## src/core/link_partner_defs.vh

```
`ifndef LINK_PARTNER_DEFS_VH
`define LINK_PARTNER_DEFS_VH

// register indices; byte address is four times the index
`define REG_DATAPATH_CTL 8'h33
`define REG_RSVD_34 8'h34
`define REG_PARTNER_CAP 8'h35
`define REG_RSVD_36 8'h36
`define REG_PARTNER_ADDR 8'h37
`define REG_RSVD_38 8'h38
`define REG_TARGET_ZERO 8'h39
`define REG_TARGET_ONE 8'h3a
// extra registers of this block
`define REG_CAP_LOW 8'h1e
`define REG_CAP_HIGH 8'h1f
`define REG_ALIAS_ZERO 8'h40
`define REG_ALIAS_ONE 8'h41

// field positions
`define CRC_EN_BIT 2
`define CAP_FREEZE_BIT 7
`define SELFTEST_BIT 5
`define MULTIPORT_BIT 4
`define ADDR_FREEZE_BIT 0

// reset values
`define RST_DATAPATH_CTL 8'h04
`define RST_PARTNER_CAP 8'h00
`define RST_RSVD 8'h00
`define RST_TARGET 8'h00

// alignment sequence: crc over 8 bytes, sent as byte 9
`define ALIGN_DATA_BYTES 4'h8
`define ALIGN_LAST_IDX 4'h7
`define CRC_INIT 8'hff
`define CRC_POLY 8'h07

`endif

```

## src/core/align_crc_gen.v

```verilog
`timescale 1ns/1ps
`default_nettype none
`include "link_partner_defs.vh"

module align_crc_gen (
    input wire clk,
    input wire arst_n,
    input wire crcEnable,
    input wire seqStart,
    input wire seqValid,
    input wire [7:0] seqByte,
    output reg outValid,
    output reg [7:0] outByte,
    output reg outIsCrc
);
    reg [7:0] crc;
    reg [3:0] byteIdx;
    reg crcPending;
    reg crcEnLatched;

    function [7:0] crc8Step;
        input [7:0] c;
        input [7:0] d;
        integer i;
        reg [7:0] r;
        begin
            r = c ^ d;
            for (i = 0; i < 8; i = i + 1) begin
                r = r[7] ? ((r << 1) ^ `CRC_POLY) : (r << 1);
            end
            crc8Step = r;
        end
    endfunction

    always @(posedge clk or negedge arst_n) begin
        if (!arst_n) begin
            crc <= `CRC_INIT;
            byteIdx <= 4'h0;
            crcPending <= 1'b0;
            crcEnLatched <= 1'b0;
            outValid <= 1'b0;
            outByte <= 8'h00;
            outIsCrc <= 1'b0;
        end else begin
            outValid <= 1'b0;
            outIsCrc <= 1'b0;
            if (crcPending) begin
                // ninth byte
                outValid <= 1'b1;
                outByte <= crc;
                outIsCrc <= 1'b1;
                crcPending <= 1'b0;
            end else if (seqValid) begin
                outValid <= 1'b1;
                outByte <= seqByte;
                if (seqStart) begin
                    // enable sampled per sequence so a change mid-sequence cannot cut it
                    crcEnLatched <= crcEnable;
                    crc <= crc8Step(`CRC_INIT, seqByte);
                    byteIdx <= 4'h1;
                end else if (byteIdx < `ALIGN_DATA_BYTES) begin
                    crc <= crc8Step(crc, seqByte);
                    byteIdx <= byteIdx + 4'h1;
                    if (byteIdx == `ALIGN_LAST_IDX && crcEnLatched)
                        crcPending <= 1'b1;
                end
            end
        end
    end
endmodule
`default_nettype wire

```

## src/core/link_partner_config_regs.v

```verilog
// The implementer's own choice: the Wishbone slave port.
`timescale 1ns/1ps
`default_nettype none
`include "link_partner_defs.vh"

// Contract
// - crc enable set (reset default) appends crc to each alignment sequence
// - crc covers first eight sequence bytes, sent as the ninth byte
// - two-bit code forwards 0, 1, 2 or 4 gpios
// - capability freeze blocks back-channel load; software values in three registers stay
// - self-test request bit shows partner asks for built-in self-test
// - on back-channel link, self-test, multiport and port number load automatically
// - multiport flag 0 for single-port, 1 for multi-port partner
// - four-bit port number of partner deserializer port
// - seven-bit partner address in bits 7:1, loaded from back channel
// - address freeze in bit 0 stops address auto-load
// - alias match replaces address with target physical address before forwarding
module link_partner_config_regs (
    input wire clk,
    input wire arst_n,
    input wire wb_cyc_i,
    input wire wb_stb_i,
    input wire wb_we_i,
    input wire [9:0] wb_adr_i,
    input wire [3:0] wb_sel_i,
    input wire [31:0] wb_dat_i,
    output reg [31:0] wb_dat_o,
    output reg wb_ack_o,
    input wire backLinkUp,
    input wire capLoadValid,
    input wire capLoadSelftest,
    input wire capLoadMultiport,
    input wire [3:0] capLoadPort,
    input wire [15:0] capLoadExtra,
    input wire addrLoadValid,
    input wire [6:0] addrLoadValue,
    input wire i2cInValid,
    input wire [7:0] i2cInByte,
    input wire i2cInFirst,
    output reg i2cOutValid,
    output reg [7:0] i2cOutByte,
    output reg i2cOutFirst,
    output reg i2cOutRemapped,
    input wire alignStart,
    input wire alignValid,
    input wire [7:0] alignByte,
    output reg alignOutValid,
    output reg [7:0] alignOutByte,
    output reg alignOutIsCrc,
    input wire [3:0] gpioIn,
    output reg [3:0] gpioFwdEnable,
    output reg [3:0] gpioFwdData
);
    reg [7:0] datapathCtl;
    reg [7:0] rsvd34;
    reg [7:0] partnerCap;
    reg [7:0] rsvd36;
    reg [7:0] partnerAddr;
    reg [7:0] rsvd38;
    reg [6:0] targetZero;
    reg [6:0] targetOne;
    reg [7:0] capLow;
    reg [7:0] capHigh;
    reg [6:0] aliasZero;
    reg [6:0] aliasOne;
    reg [2:0] linkSync;
    reg linkUp;
    reg [7:0] next_rdata;
    reg [7:0] next_i2c;
    reg next_remap;
    wire access;
    wire wrEn;
    wire rdEn;
    wire [7:0] regIdx;
    wire [7:0] wrByte;
    wire capFrozen;
    wire addrFrozen;
    wire capAutoLoad;
    wire addrAutoLoad;
    wire alignValidOut;
    wire [7:0] alignByteOut;
    wire alignCrcOut;
    wire [3:0] gpioSel;

    assign access = wb_cyc_i && wb_stb_i && !wb_ack_o;
    assign wrEn = access && wb_we_i && wb_sel_i[0];
    assign rdEn = access && !wb_we_i;
    assign regIdx = wb_adr_i[9:2];
    assign wrByte = wb_dat_i[7:0];
    assign capFrozen = partnerCap[`CAP_FREEZE_BIT];
    assign addrFrozen = partnerAddr[`ADDR_FREEZE_BIT];
    // software write in the same cycle wins over a back-channel load
    assign capAutoLoad = linkUp && capLoadValid && !capFrozen;
    assign addrAutoLoad = linkUp && addrLoadValid && !addrFrozen;

    function [3:0] gpioMask;
        input [1:0] code;
        begin
            case (code)
                2'b00: gpioMask = 4'h0;
                2'b01: gpioMask = 4'h1;
                2'b10: gpioMask = 4'h3;
                default: gpioMask = 4'hf;
            endcase
        end
    endfunction

    function regHit;
        input en;
        input [7:0] idx;
        input [7:0] want;
        begin
            regHit = en && (idx == want);
        end
    endfunction

    // an all-zero entry is treated as unset, so it can never claim a transfer
    function entryHit;
        input [6:0] entry;
        input [6:0] addr;
        begin
            entryHit = (entry != 7'h00) && (addr == entry);
        end
    endfunction

    // link level comes from the partner's domain; three stages, change on 2nd/3rd agreement
    always @(posedge clk or negedge arst_n) begin
        if (!arst_n) begin
            linkSync <= 3'b000;
            linkUp <= 1'b0;
        end else begin
            linkSync <= {linkSync[1:0], backLinkUp};
            if (linkSync[1] == linkSync[2])
                linkUp <= linkSync[2];
        end
    end

    always @* begin
        case (regIdx)
            `REG_DATAPATH_CTL: next_rdata = datapathCtl;
            `REG_RSVD_34: next_rdata = rsvd34;
            `REG_PARTNER_CAP: next_rdata = partnerCap;
            `REG_RSVD_36: next_rdata = rsvd36;
            `REG_PARTNER_ADDR: next_rdata = partnerAddr;
            `REG_RSVD_38: next_rdata = rsvd38;
            `REG_TARGET_ZERO: next_rdata = {targetZero, 1'b0};
            `REG_TARGET_ONE: next_rdata = {targetOne, 1'b0};
            `REG_CAP_LOW: next_rdata = capLow;
            `REG_CAP_HIGH: next_rdata = capHigh;
            `REG_ALIAS_ZERO: next_rdata = {aliasZero, 1'b0};
            `REG_ALIAS_ONE: next_rdata = {aliasOne, 1'b0};
            default: next_rdata = 8'h00;
        endcase
    end

    always @(posedge clk or negedge arst_n) begin
        if (!arst_n) begin
            wb_ack_o <= 1'b0;
            wb_dat_o <= 32'h00000000;
        end else begin
            wb_ack_o <= access;
            if (rdEn)
                wb_dat_o <= {24'h000000, next_rdata};
        end
    end

    always @(posedge clk or negedge arst_n) begin
        if (!arst_n) begin
            datapathCtl <= `RST_DATAPATH_CTL;
            rsvd34 <= `RST_RSVD;
            rsvd36 <= `RST_RSVD;
            rsvd38 <= `RST_RSVD;
            targetZero <= 7'h00;
            targetOne <= 7'h00;
            aliasZero <= 7'h00;
            aliasOne <= 7'h00;
        end else if (wrEn) begin
            case (regIdx)
                `REG_DATAPATH_CTL: datapathCtl <= wrByte;
                `REG_RSVD_34: rsvd34 <= wrByte;
                `REG_RSVD_36: rsvd36 <= wrByte;
                `REG_RSVD_38: rsvd38 <= wrByte;
                `REG_TARGET_ZERO: targetZero <= wrByte[7:1];
                `REG_TARGET_ONE: targetOne <= wrByte[7:1];
                `REG_ALIAS_ZERO: aliasZero <= wrByte[7:1];
                `REG_ALIAS_ONE: aliasOne <= wrByte[7:1];
                default: ;
            endcase
        end
    end

    // capability byte and both extension registers share one freeze; a software write lands last
    always @(posedge clk or negedge arst_n) begin
        if (!arst_n) begin
            partnerCap <= `RST_PARTNER_CAP;
            capLow <= 8'h00;
            capHigh <= 8'h00;
        end else begin
            if (capAutoLoad) begin
                partnerCap[`SELFTEST_BIT] <= capLoadSelftest;
                partnerCap[`MULTIPORT_BIT] <= capLoadMultiport;
                partnerCap[3:0] <= capLoadPort;
                capLow <= capLoadExtra[7:0];
                capHigh <= capLoadExtra[15:8];
            end
            if (regHit(wrEn, regIdx, `REG_PARTNER_CAP))
                partnerCap <= wrByte;
            if (regHit(wrEn, regIdx, `REG_CAP_LOW))
                capLow <= wrByte;
            if (regHit(wrEn, regIdx, `REG_CAP_HIGH))
                capHigh <= wrByte;
        end
    end

    // address freeze gates only the back-channel load, never software
    always @(posedge clk or negedge arst_n) begin
        if (!arst_n)
            partnerAddr <= 8'h00;
        else if (regHit(wrEn, regIdx, `REG_PARTNER_ADDR))
            partnerAddr <= wrByte;
        else if (addrAutoLoad)
            partnerAddr[7:1] <= addrLoadValue;
    end

    // address byte remap; zero alias never matches so an unset entry stays idle
    always @* begin
        next_i2c = i2cInByte;
        next_remap = 1'b0;
        if (i2cInFirst) begin
            if (entryHit(aliasZero, i2cInByte[7:1])) begin
                next_i2c = {targetZero, i2cInByte[0]};
                next_remap = 1'b1;
            end else if (entryHit(aliasOne, i2cInByte[7:1])) begin
                next_i2c = {targetOne, i2cInByte[0]};
                next_remap = 1'b1;
            end
        end
    end

    always @(posedge clk or negedge arst_n) begin
        if (!arst_n) begin
            i2cOutValid <= 1'b0;
            i2cOutByte <= 8'h00;
            i2cOutFirst <= 1'b0;
            i2cOutRemapped <= 1'b0;
        end else begin
            i2cOutValid <= i2cInValid;
            i2cOutFirst <= i2cInValid && i2cInFirst;
            i2cOutRemapped <= i2cInValid && next_remap;
            if (i2cInValid)
                i2cOutByte <= next_i2c;
        end
    end

    assign gpioSel = gpioMask(datapathCtl[1:0]);

    always @(posedge clk or negedge arst_n) begin
        if (!arst_n) begin
            gpioFwdEnable <= 4'h0;
            gpioFwdData <= 4'h0;
        end else begin
            gpioFwdEnable <= gpioSel;
            gpioFwdData <= gpioIn & gpioSel;
        end
    end

    align_crc_gen crcGen (
        .clk(clk),
        .arst_n(arst_n),
        .crcEnable(datapathCtl[`CRC_EN_BIT]),
        .seqStart(alignStart),
        .seqValid(alignValid),
        .seqByte(alignByte),
        .outValid(alignValidOut),
        .outByte(alignByteOut),
        .outIsCrc(alignCrcOut)
    );

    // extra stage keeps every top output on a local flip-flop
    always @(posedge clk or negedge arst_n) begin
        if (!arst_n) begin
            alignOutValid <= 1'b0;
            alignOutByte <= 8'h00;
            alignOutIsCrc <= 1'b0;
        end else begin
            alignOutValid <= alignValidOut;
            alignOutByte <= alignByteOut;
            alignOutIsCrc <= alignCrcOut;
        end
    end
endmodule
`default_nettype wire

```

## config.mk

```make
export PLATFORM = sky130hd
export DESIGN_NAME = link_partner_config_regs
export DESIGN_NICKNAME = d
export VERILOG_FILES = /design/src/core/align_crc_gen.v /design/src/core/link_partner_config_regs.v
export VERILOG_INCLUDE_DIRS = /design/src /design/src/core
export SDC_FILE = /design/constraint.sdc
export NUM_CORES = 1
export LEC_CHECK = 0
export BUFFER_PORTS_ARGS = -buffer_cell sky130_fd_sc_hd__buf_4
export CAP_MARGIN = 20
export CORE_MARGIN = 5
export CORE_UTILIZATION = 60
export CTS_BUF_LIST = sky130_fd_sc_hd__clkbuf_4 sky130_fd_sc_hd__clkbuf_8 sky130_fd_sc_hd__clkbuf_16
export DETAILED_ROUTE_END_ITERATION = 7
export PLACE_DENSITY = 0.88
export SYNTH_ARGS = -nofsm -noshare
export SYNTH_HDL_FRONTEND = slang
export SYNTH_SLANG_ARGS = --single-unit
export TNS_END_PERCENT = 1
```

## constraint.sdc

```tcl
create_clock -name clk -period 6.1 [get_ports clk]
set_clock_uncertainty 0.15 [all_clocks]
set_input_delay 1.22 -clock clk [delete_from_list [all_inputs] [get_ports clk]]
set_output_delay 1.22 -clock clk [all_outputs]
set_load 0.01 [all_outputs]
```

==> results of run 1 <==
## kinds of logic after synthesis
kind of cell	after synthesis	share of synthesized area (%)
and+or+nand+nor	159	10.1
buffers and inverters	92	5.71
DFF	157	48.4
adders and majority gates	2	0.276
muxes	126	16.9
xor gates and xnor gates	35	4.10
AOI/OAI and AO/OA	173	14.5
other	1	0.0460
## state kept, by name, indices dropped and copies added, names as in the netlist, 4 cells and up
register        flops
capHigh             8
datapathCtl         8
rsvd38              8
crcGen.byteIdx      4
aliasZero           7
partnerAddr         8
i2cOutByte          8
capLow              8
crcGen.outByte      8
aliasOne            7
alignOutByte        8
rsvd34              8
wb_dat_o            8
targetOne           7
rsvd36              8
gpioFwdData         4
crcGen.crc          8
targetZero          7
partnerCap          8
## cell usage after synthesis (3+ instances only)
cell         n  area [µm²]
dfrtp_1    148        3700
mux2i_1     53         531
a21oi_1     51         255
mux2_2      49         552
nor2_1      48         180
nand2_1     39         146
o21ai_0     37         185
buf_4       26         195
clkbuf_1    26        97.6
xnor2_1     25         219
inv_1       23        86.3
mux2_1      22         248
a22oi_1     13        97.6
nand3_1     13        65.1
buf_2       12        60.1
o221ai_1    11        96.3
nand3b_1    10        75.1
a22o_1       9        78.8
and2_1       9        56.3
dfstp_2      9         236
a221oi_1     8        70.1
a32oi_1      8        70.1
xor2_1       8        70.1
nor3_1       7        35.0
nor2b_1      6        37.5
a211oi_1     4        30.0
o21ai_1      4        20.0
o32ai_1      4        35.0
and3_1       3        18.8
buf_1        3        11.3
nand4_1      3        18.8
nor3b_1      3        22.5
o2bb2ai_1    3        26.3
or2_2        3        18.8
## final timing paths
kind                             start             to  slack (ps)  depth (start not counted)
hold reg to reg            linkSync[0]    linkSync[1]         200                          0
max in group asynchronous       arst_n   aliasZero[1]        4030                          3
hold / removal             linkSync[0]    linkSync[1]         200                          0
setup / recovery              wb_stb_i  partnerCap[6]        2710                          5
setup reg to reg              wb_ack_o  partnerCap[6]        3130                          4
min in group asynchronous       arst_n    linkSync[0]         420                          1
## critical path: stages
cell and delay [ps]:
buf_4 80, nand3b_1 390, nor2_1 780, nand3_1 620, mux2_2 460
## placed cells by master, fill, tap and decap left out, types with 10 or more instances in the layout
cell / instances
clkbuf_16: 17
o21ai_0: 37
mux2i_1: 53
a21oi_1: 51
nor2_1: 48
nand3b_1: 10
dfrtp_1: 148
inv_1: 23
conb_1: 24
mux2_1: 22
buf_4: 117
nand3_1: 13
xnor2_1: 25
nand2_1: 39
a22oi_1: 13
o221ai_1: 11
mux2_2: 49
## where the power goes
part           internal [mW]  leakage (nW)  switching (mW)
Combinational          0.261          2.22           0.295
Sequential              1.16          2.02           0.104
Clock                  0.679         0.299           0.435
Total                   2.10          4.54           0.834
## layer usage
metal	vias up	wire [µm]	GRT usage, %	share of wire (%)
met1	3202	8720	37.2	40
met3	60	1900	7.69	8.8
met4	2	658	9.59	3.0
li1	2839	-	-	-
met5	-	24	0	0.11
met2	330	10300	42.1	48
## per-stage QoR
step	util, %	instances
after floorplan	-	768
after global placement	67.4	994
after detailed placement	67.4	994
after CTS	72.1	1026
after global routing	72.4	1027
final	72.4	1027
## cell type report
class	count	area, µm²
tap	176	220
clock buffer	20	467
clock inverter	12	158
multi-input combinational	519	3830
fill	941	3680
inverter	24	90.1
timing repair buffer	119	917
sequential	157	3940
==> reports/metrics.csv, run 1 <==
stage;metric;value;unit
global_route;vias in the first global route;6307;
placement;IO Port Bufs;115;
yosys;Mean Syn Cell Area;10.9;µm²
yosys;Netlist Area Pre-Place;8150;µm²
yosys;Syn Inst Count;745;
setup_path;Worst EP arrival;3550;ps
sta;RSZ-0062 raised after global routing;no;
clocking;Post-CTS Setup Repair Bufs;0;
detailed_routing;Vias;6433;
clocking;CTS max path bufs;2;
sta;minimum clock period;3390;ps
detailed_routing;Routed wire per std cell;21.0;µm
clocking;CTS Hold Buffers Added;0;
clocking;H-tree levels;4;
global_route;GRT Total Usage;27.2;%
floorplanning;overall die width;127;µm
clocking;clock root buffer;clkbuf_16;
clocking;Worst-Skew Late Latency;430;ps
yosys;async set-or-reset flop fraction in the synthesized netlist;100;%
min_path;Worst Hold Class;flop to flop;
sta;Final WS setup;2710;ps
detailed_routing;Vias/cell;6.26;
yosys;synthesis-stage register bit count;157;
sta;maximum clock rate;0.295;GHz
sta;Min Hold Slack;197;ps
placement;global placement routability congestion;0.964;
setup_path;CP required;6260;ps
setup_path;WS Path Type;input port to flop;
yosys;Post-synth EDFFs;0;
sta;Rel. slew slack;47.1;%
placement;DP Worst Slack;2320;ps
floorplanning;Die Y;127;µm
power_and_ir_drop;pwr/cell area;305;nW/µm²
detailed_routing;Residual DRC;0;
floorplanning;Starting Density;61.3;%
global_route;initial antenna violation count;0;
clocking;CTS tree;built;
layout;area delta synth->final;18.1;%
global_route;total global routing overflow;0;
sta;max-slew violations;0;
yosys;post-synth cell types;71;
layout;antenna cells;0;
detailed_routing;WL final;21600;µm
setup_path;Worst Setup End Kind;flop;
detailed_routing;First DRT Iteration DRCs;682;
power_and_ir_drop;leakage;4.54;nW
placement;DP HPWL;14700;µm
setup_path;Worst Setup Start Kind;input port;
power_and_ir_drop;Design Power;2.94;mW
global_route;global-route wire length before repair;34200;µm
floorplanning;row cnt;42;
setup_path;maximum fanout along the worst path;14;
placement;DP Area;8970;µm²
floorplanning;core area;13300;µm²
detailed_routing;drt pass-1 iters;6;
flow_run;max-capacitance violation count;0;
clocking;clk sinks;157;
power_and_ir_drop;peak supply drop;260;µV
clocking;Clock transition at path regs;60;ps
sta;Fin. Hold Viols;0;
global_route;largest net degree at the start of global routing;111;
detailed_routing;antenna-violating nets left;0;
layout;fin area;9620;µm²
yosys;post-synthesis sequential area ratio;48.4;%
sta;setup TNS;0;ps
layout;# nets final;946;
floorplanning;die area;16000;µm²
yosys;yosys warns;0;
sta;setup violators final;0;
sta;Worst Tran Pin Value;790;ps
clocking;Num CTS Buffers;17;
layout;share of cells above drive strength 1;26.0;%
yosys;Most used DFF post-synth;dfrtp_1;
floorplanning;num ports;169;
sta;fin crit share;55.5;%
outcome;outcome;complete, no violations;
clocking;Resized cells post-CTS;0;
Note: power is estimated with default switching activity, not from simulation.
==> run 2: changes to the inputs <==
Settings changed: CORE_UTILIZATION 60 to 50, PLACE_DENSITY 0.88 to 0.79.
Clock period 6.1 ns to 2.7 ns, I/O delays scaled along.
==> run 2 against run 1 <==
Highest routed layer is now met4. Routed wire length up 2.2%. First-iteration DRC count down 13%. Core utilization down 10 points. Combinational power up 130%. Clock power up 130%. Final area up 2.6%. Worst hold slack worse by 120 ps. Largest power group unchanged. Flip-flop and latch count unchanged. Power up 130%. Critical path depth unchanged.
==> reports/metrics.csv, run 2 (synthesis gave the netlist of run 1 again) <==
stage;metric;value;unit;change
detailed_routing;antenna-violating nets left;0;;unchanged
flow_run;max-capacitance violation count;0;;unchanged
setup_path;Worst Setup Start Kind;flop;;was input port
floorplanning;Die Y;138;µm;was 127 µm
detailed_routing;First DRT Iteration DRCs;593;;was 682
sta;setup TNS;0;ps;unchanged
placement;DP Area;9230;µm²;was 8970 µm²
min_path;hold path cells;1;;was 0
placement;DP HPWL;15400;µm;was 14700 µm
global_route;total global routing overflow;0;;unchanged
placement;DP Worst Slack;156;ps;was 2320 ps
placement;IO Port Bufs;115;;unchanged
sta;RSZ-0062 raised after global routing;no;;unchanged
clocking;CTS Hold Buffers Added;1;;was 0
setup_path;Worst EP arrival;2520;ps;was 3550 ps
layout;fin cells;1093;;was 1027
power_and_ir_drop;pwr/cell area;678;nW/µm²;was 305 nW/µm²
sta;Worst Tran Pin Value;604;ps;was 790 ps
layout;commonest non-fill, non-tap cell in the layout;dfrtp_1;;unchanged
detailed_routing;Vias;6347;;was 6433
min_path;Worst Hold Class;input port to flop;;was flop to flop
clocking;CTS tree;built;;unchanged
sta;fin crit share;86.5;%;
global_route;vias in the first global route;6193;;was 6307
floorplanning;core area;15900;µm²;was 13300 µm²
detailed_routing;drt pass-1 iters;5;;was 6
floorplanning;row cnt;46;;was 42
setup_path;Worst R2R End;i2cOutByte[3];;was partnerCap[6]
clocking;Post-CTS Setup Repair Bufs;0;;unchanged
global_route;largest net degree at the start of global routing;54;;was 111
layout;share of cells above drive strength 1;28.1;%;was 26.0%
detailed_routing;Residual DRC;0;;unchanged
sta;setup violators final;0;;unchanged
outcome;outcome;complete, no violations;;unchanged
sta;minimum clock period;2340;ps;
min_path;HP Start;backLinkUp;;was linkSync[0]
layout;fin area;9870;µm²;was 9620 µm²
sta;Fin. Hold Viols;0;;unchanged
sta;max-slew violations;0;;unchanged
clocking;clock root buffer;clkbuf_16;;unchanged
setup_path;flop2flop setup slack;360;ps;was 3130 ps
setup_path;R2R cell count;5;;was 4
floorplanning;overall die width;138;µm;was 127 µm
setup_path;WS Path Type;flop to flop;;was input port to flop
layout;# nets final;972;;was 946
detailed_routing;Routed wire per std cell;20.2;µm;was 21.0 µm
setup_path;maximum fanout along the worst path;8;;was 14
global_route;initial antenna violation count;0;;unchanged
power_and_ir_drop;leakage;4.67;nW;was 4.54 nW
layout;antenna cells;0;;unchanged
clocking;Worst-Skew Late Latency;430;ps;about the same
sta;Final WS setup;364;ps;was 2710 ps
min_path;Hold EP;linkSync[0];;was linkSync[1]
detailed_routing;Vias/cell;5.81;;was 6.26
floorplanning;die area;18900;µm²;was 16000 µm²
layout;area delta synth->final;21.1;%;was 18.1%
global_route;GRT Total Usage;23.9;%;was 27.2%
floorplanning;Starting Density;51.1;%;was 61.3%
clocking;Resized cells post-CTS;0;;unchanged
setup_path;RR Startpoint;aliasOne[3];;was wb_ack_o
power_and_ir_drop;peak supply drop;539;µV;was 260 µV
global_route;global-route wire length before repair;34400;µm;was 34200 µm
placement;placed cell count;1060;;was 994
detailed_routing;WL final;22000;µm;was 21600 µm
clocking;H-tree levels;4;;unchanged
clocking;clk sinks;157;;unchanged
clocking;Clock transition at path regs;60;ps;about the same
sta;maximum clock rate;0.428;GHz;
setup_path;CP required;2880;ps;was 6260 ps
layout;commonest cells after routing, fill and taps aside;dfrtp_1 (148), buf_4 (142), mux2i_1 (53), a21oi_1 (51), mux2_2 (49);;was dfrtp_1 (148), buf_4 (117), mux2i_1 (53), a21oi_1 (51), mux2_2 (49)
sta;Rel. slew slack;59.5;%;was 47.1%
placement;global placement routability congestion;0.952;;was 0.964
setup_path;Worst Setup End Kind;flop;;unchanged
floorplanning;num ports;169;;unchanged
clocking;CTS max path bufs;2;;unchanged
clocking;Num CTS Buffers;17;;unchanged
## run 2: cell types whose count changed in the layout (fill, tap and decap cells not counted), sizes merged
| cell | previous run | this run |
|---|---|---|
| buf | 119 | 144 |
| clkbuf | 20 | 23 |
| clkinvlp | 3 | 0 |
| clkinv | 4 | 6 |
| inv | 26 | 24 |
| dlygate4sd3 | 0 | 1 |
## run 2: worst max-delay path, stage by stage, from the launching register on
cell and delay, ps:
dfrtp_1 450, or4_4 570, o41ai_4 400, or3_1 330, a221oi_1 160, o221ai_1 190
## run 2: where the power goes
group / switching, mW / internal (mW)
Sequential: 0.233 / 2.63
Combinational: 0.681 / 0.599
Clock: 0.961 / 1.59
Total: 1.87 / 4.81
## run 2: per-layer routing
metal  GRT usage (%)  part of all wire, %  vias to the layer above  routed length (µm)
li1                -                    -                     2897                   -
met1            32.0                   41                     3117                9120
met2            38.0                   48                      282               10500
met3            5.48                  8.0                       51                1770
met4            9.15                  2.9                        0                 629
met5               0                    0                        -                   0
## run 2: worst max-delay path by stage
| stage | start | end | slack, ps |
|---|---|---|---|
| after floorplan | wb_adr_i[4] | datapathCtl[1] | 580 |
| after global placement | wb_adr_i[9] | datapathCtl[1] | 210 |
| after detailed placement | wb_adr_i[9] | rsvd34[1] | 160 |
| after CTS | aliasOne[3] | i2cOutByte[2] | 370 |
| after global routing | aliasOne[3] | i2cOutByte[2] | 220 |
| final | aliasOne[3] | i2cOutByte[3] | 360 |
## run 2: final cells by class
cell class / count / area, µm²
clock buffer: 23 / 502
timing repair buffer: 145 / 1110
inverter: 24 / 90.1
sequential: 157 / 3940
fill: 1266 / 6070
clock inverter: 9 / 131
tap: 216 / 270
multi-input combinational: 519 / 3830
## run 2: through the flow
| stage | util, % | hold WS [ps] | power (mW) |
|---|---|---|---|
| 2_1_floorplan | - | 94.4 | 3.74 |
| 3_3_place_gp | 57.9 | 184 | 4.10 |
| 3_5_place_dp | 57.9 | 186 | 4.15 |
| 4_1_cts | 61.9 | 59.3 | 6.72 |
| 5_1_grt | 61.9 | 62.3 | 7.00 |
| 6_report | 61.9 | 72.6 | 6.69 |
==> run 3: changes to the inputs <==
--- a/config.mk
+++ b/config.mk
@@ -11,6 +11,6 @@
 export CORE_MARGIN = 5
-export CORE_UTILIZATION = 50
-export CTS_BUF_LIST = sky130_fd_sc_hd__clkbuf_4 sky130_fd_sc_hd__clkbuf_8 sky130_fd_sc_hd__clkbuf_16
+export CORE_UTILIZATION = 52
+export CTS_BUF_LIST = sky130_fd_sc_hd__clkbuf_8
 export DETAILED_ROUTE_END_ITERATION = 7
-export PLACE_DENSITY = 0.79
+export PLACE_DENSITY = 0.81
 export SYNTH_ARGS = -nofsm -noshare
==> constraint.sdc (replaced) <==
create_clock -name clk -period 2.7 [get_ports clk]
set_clock_uncertainty 0.15 [all_clocks]
set_input_delay 0.27 -clock clk [delete_from_list [all_inputs] [get_ports clk]]
set_output_delay 0.27 -clock clk [all_outputs]
set_load 0.01 [all_outputs]
==> run 3 against run 2 <==
Final area up 3.6%. Largest power group unchanged. Critical endpoint unchanged. Power decreased by 2.6%. Largest cell class unchanged. Worst hold slack got worse by 51 ps. First-iteration DRC count up 21%. Clock power decreased by 9.8%. Combinational power increased by 6%. Fmax is 0.85% lower. Register-to-register slack got worse by 20 ps. Sequential power hardly changed.
==> reports/metrics.csv, run 3 (synthesis gave the netlist of run 1 again) <==
stage;metric;value;unit;change
clocking;CTS tree;built;;unchanged
detailed_routing;antenna-violating nets left;0;;unchanged
clocking;Worst-Skew Late Latency;460;ps;was 430 ps
setup_path;CP required;2910;ps;was 2880 ps
layout;area delta synth->final;25.4;%;was 21.1%
power_and_ir_drop;peak supply drop;428;µV;was 539 µV
clocking;Num CTS Buffers;17;;unchanged
clocking;clk sinks;157;;unchanged
placement;IO Port Bufs;115;;unchanged
layout;commonest cells after routing, fill and taps aside;dfrtp_1 (148), buf_4 (131), mux2i_1 (53), dlygate4sd3_1 (53), a21oi_1 (51);;was dfrtp_1 (148), buf_4 (142), mux2i_1 (53), a21oi_1 (51), mux2_2 (49)
clocking;CTS max path bufs;2;;unchanged
setup_path;crit-path cells;or4_4 -> o41ai_4 -> or3_1 -> a221oi_1 -> o221ai_1;;unchanged
setup_path;WS Path Type;flop to flop;;unchanged
detailed_routing;drt pass-1 iters;5;;unchanged
layout;FF+latch area;3940;µm²;unchanged
detailed_routing;Routed wire per std cell;20.5;µm;was 20.2 µm
layout;fin area;10200;µm²;was 9870 µm²
detailed_routing;First DRT Iteration DRCs;717;;was 593
global_route;total global routing overflow;0;;unchanged
floorplanning;Die Y;135;µm;was 138 µm
global_route;vias in the first global route;6823;;was 6193
floorplanning;overall die width;135;µm;was 138 µm
sta;fin crit share;87.3;%;was 86.5%
placement;DP Area;9160;µm²;was 9230 µm²
layout;antenna cells;0;;unchanged
min_path;Worst Hold Class;input port to flop;;unchanged
setup_path;slowest CP cell;or4_4;;unchanged
sta;Fin. Hold Viols;0;;unchanged
clocking;Post-CTS Setup Repair Bufs;0;;unchanged
setup_path;Worst Setup End Kind;flop;;unchanged
detailed_routing;Vias/cell;5.89;;was 5.81
detailed_routing;Vias;6655;;was 6347
global_route;global-route wire length before repair;36400;µm;was 34400 µm
sta;Worst Tran Pin Value;627;ps;was 604 ps
detailed_routing;Residual DRC;0;;unchanged
placement;DP HPWL;15400;µm;about the same
layout;# nets final;1014;;was 972
setup_path;highest cell delay on the worst timing path;560;ps;was 570 ps
floorplanning;Starting Density;53.4;%;was 51.1%
outcome;outcome;complete, no violations;;unchanged
setup_path;Worst Setup Start Kind;flop;;unchanged
floorplanning;die area;18300;µm²;was 18900 µm²
floorplanning;core area;15300;µm²;was 15900 µm²
layout;share of cells above drive strength 1;25.7;%;was 28.1%
global_route;GRT Total Usage;25.5;%;was 23.9%
clocking;Clock transition at path regs;80;ps;was 60 ps
sta;maximum clock rate;0.424;GHz;was 0.428 GHz
setup_path;Worst EP arrival;2570;ps;was 2520 ps
setup_path;maximum fanout along the worst path;8;;unchanged
clocking;clock root buffer;clkbuf_8;;was clkbuf_16
power_and_ir_drop;pwr/cell area;638;nW/µm²;was 678 nW/µm²
global_route;initial antenna violation count;0;;unchanged
sta;RSZ-0062 raised after global routing;no;;unchanged
sta;max-slew violations;0;;unchanged
floorplanning;row cnt;45;;was 46
clocking;H-tree levels;4;;unchanged
layout;commonest non-fill, non-tap cell in the layout;dfrtp_1;;unchanged
layout;# fillers;1137;;was 1266
layout;area taken by multi-input logic gates;3830;µm²;about the same
sta;setup TNS;0;ps;unchanged
power_and_ir_drop;leakage;4.79;nW;was 4.67 nW
flow_run;max-capacitance violation count;0;;unchanged
sta;setup violators final;0;;unchanged
detailed_routing;WL final;23200;µm;was 22000 µm
sta;minimum clock period;2360;ps;was 2340 ps
global_route;largest net degree at the start of global routing;60;;was 54
floorplanning;num ports;169;;unchanged
sta;Rel. slew slack;57.9;%;was 59.5%
placement;global placement routability congestion;0.951;;was 0.952
==> run 3: cell types whose count changed in the layout (fill, tap and decap cells not counted), sizes merged <==
cell and change:
clkbuf -4, buf -10, dlygate4sd3 +52, clkinv -2, clkinvlp +1, bufinv +5
==> run 3: path summary, 6_finish.rpt <==
path | end | startpoint | depth (start not counted) | slack, ps
setup / recovery | i2cOutByte[3] | aliasOne[3] | 5 | 340
hold / removal | partnerCap[0] | capLoadPort[0] | 3 | 20
setup reg to reg | i2cOutByte[3] | aliasOne[3] | 5 | 340
hold reg to reg | alignOutIsCrc | crcGen.outIsCrc | 0 | 200
max in group asynchronous | datapathCtl[2] | arst_n | 3 | 1430
min in group asynchronous | partnerCap[5] | arst_n | 2 | 200
==> run 3: area by class of cell <==
class	instances	share of cell area, %
multi-input combinational	519	37.5
sequential	157	38.6
clock inverter	13	2.61
tap	211	2.58
timing repair buffer	187	15.3
inverter	24	0.881
clock buffer	19	2.56
==> run 3: worst max-delay path: cells and delay by family, from the launching register on <==
family / cells / cell delay, ps
DFF: 1 / 440
AOI/OAI and AO/OA: 3 / 760
and+or+nand+nor: 2 / 900
==> run 3: metrics by stage <==
stage	hold WS [ps]	setup WS [ps]	cells	power [mW]	util (%)
2_1_floorplan	-176	659	768	3.74	-
3_3_place_gp	125	427	1045	4.09	60.0
3_5_place_dp	134	389	1045	4.17	60.0
4_1_cts	2.12	231	1130	6.51	66.9
5_1_grt	14.1	247	1130	6.79	67.0
6_report	22.0	344	1130	6.52	67.0
==> run 3: where the power goes <==
part           switching, mW  leakage [nW]  internal, mW
clock                  0.875         0.267          1.42
sequential             0.242          2.02          2.62
combinational          0.706          2.51         0.650
total                   1.82          4.79          4.69
==> run 3: layer usage <==
metal	global-route usage, %	wire, µm	vias up
li1	-	-	2981
met1	32.7	9130	3254
met2	42.2	11300	353
met3	5.61	1940	67
met4	10.5	758	0
met5	0	0	-
==> run 3: what timing repair did <==
item | CTS | global route
gates resized for setup | 0 | 1
hold buffers | 53 | 0
endpoints found under the hold margin | 106 | 0
endpoints found under the setup margin | 0 | 1
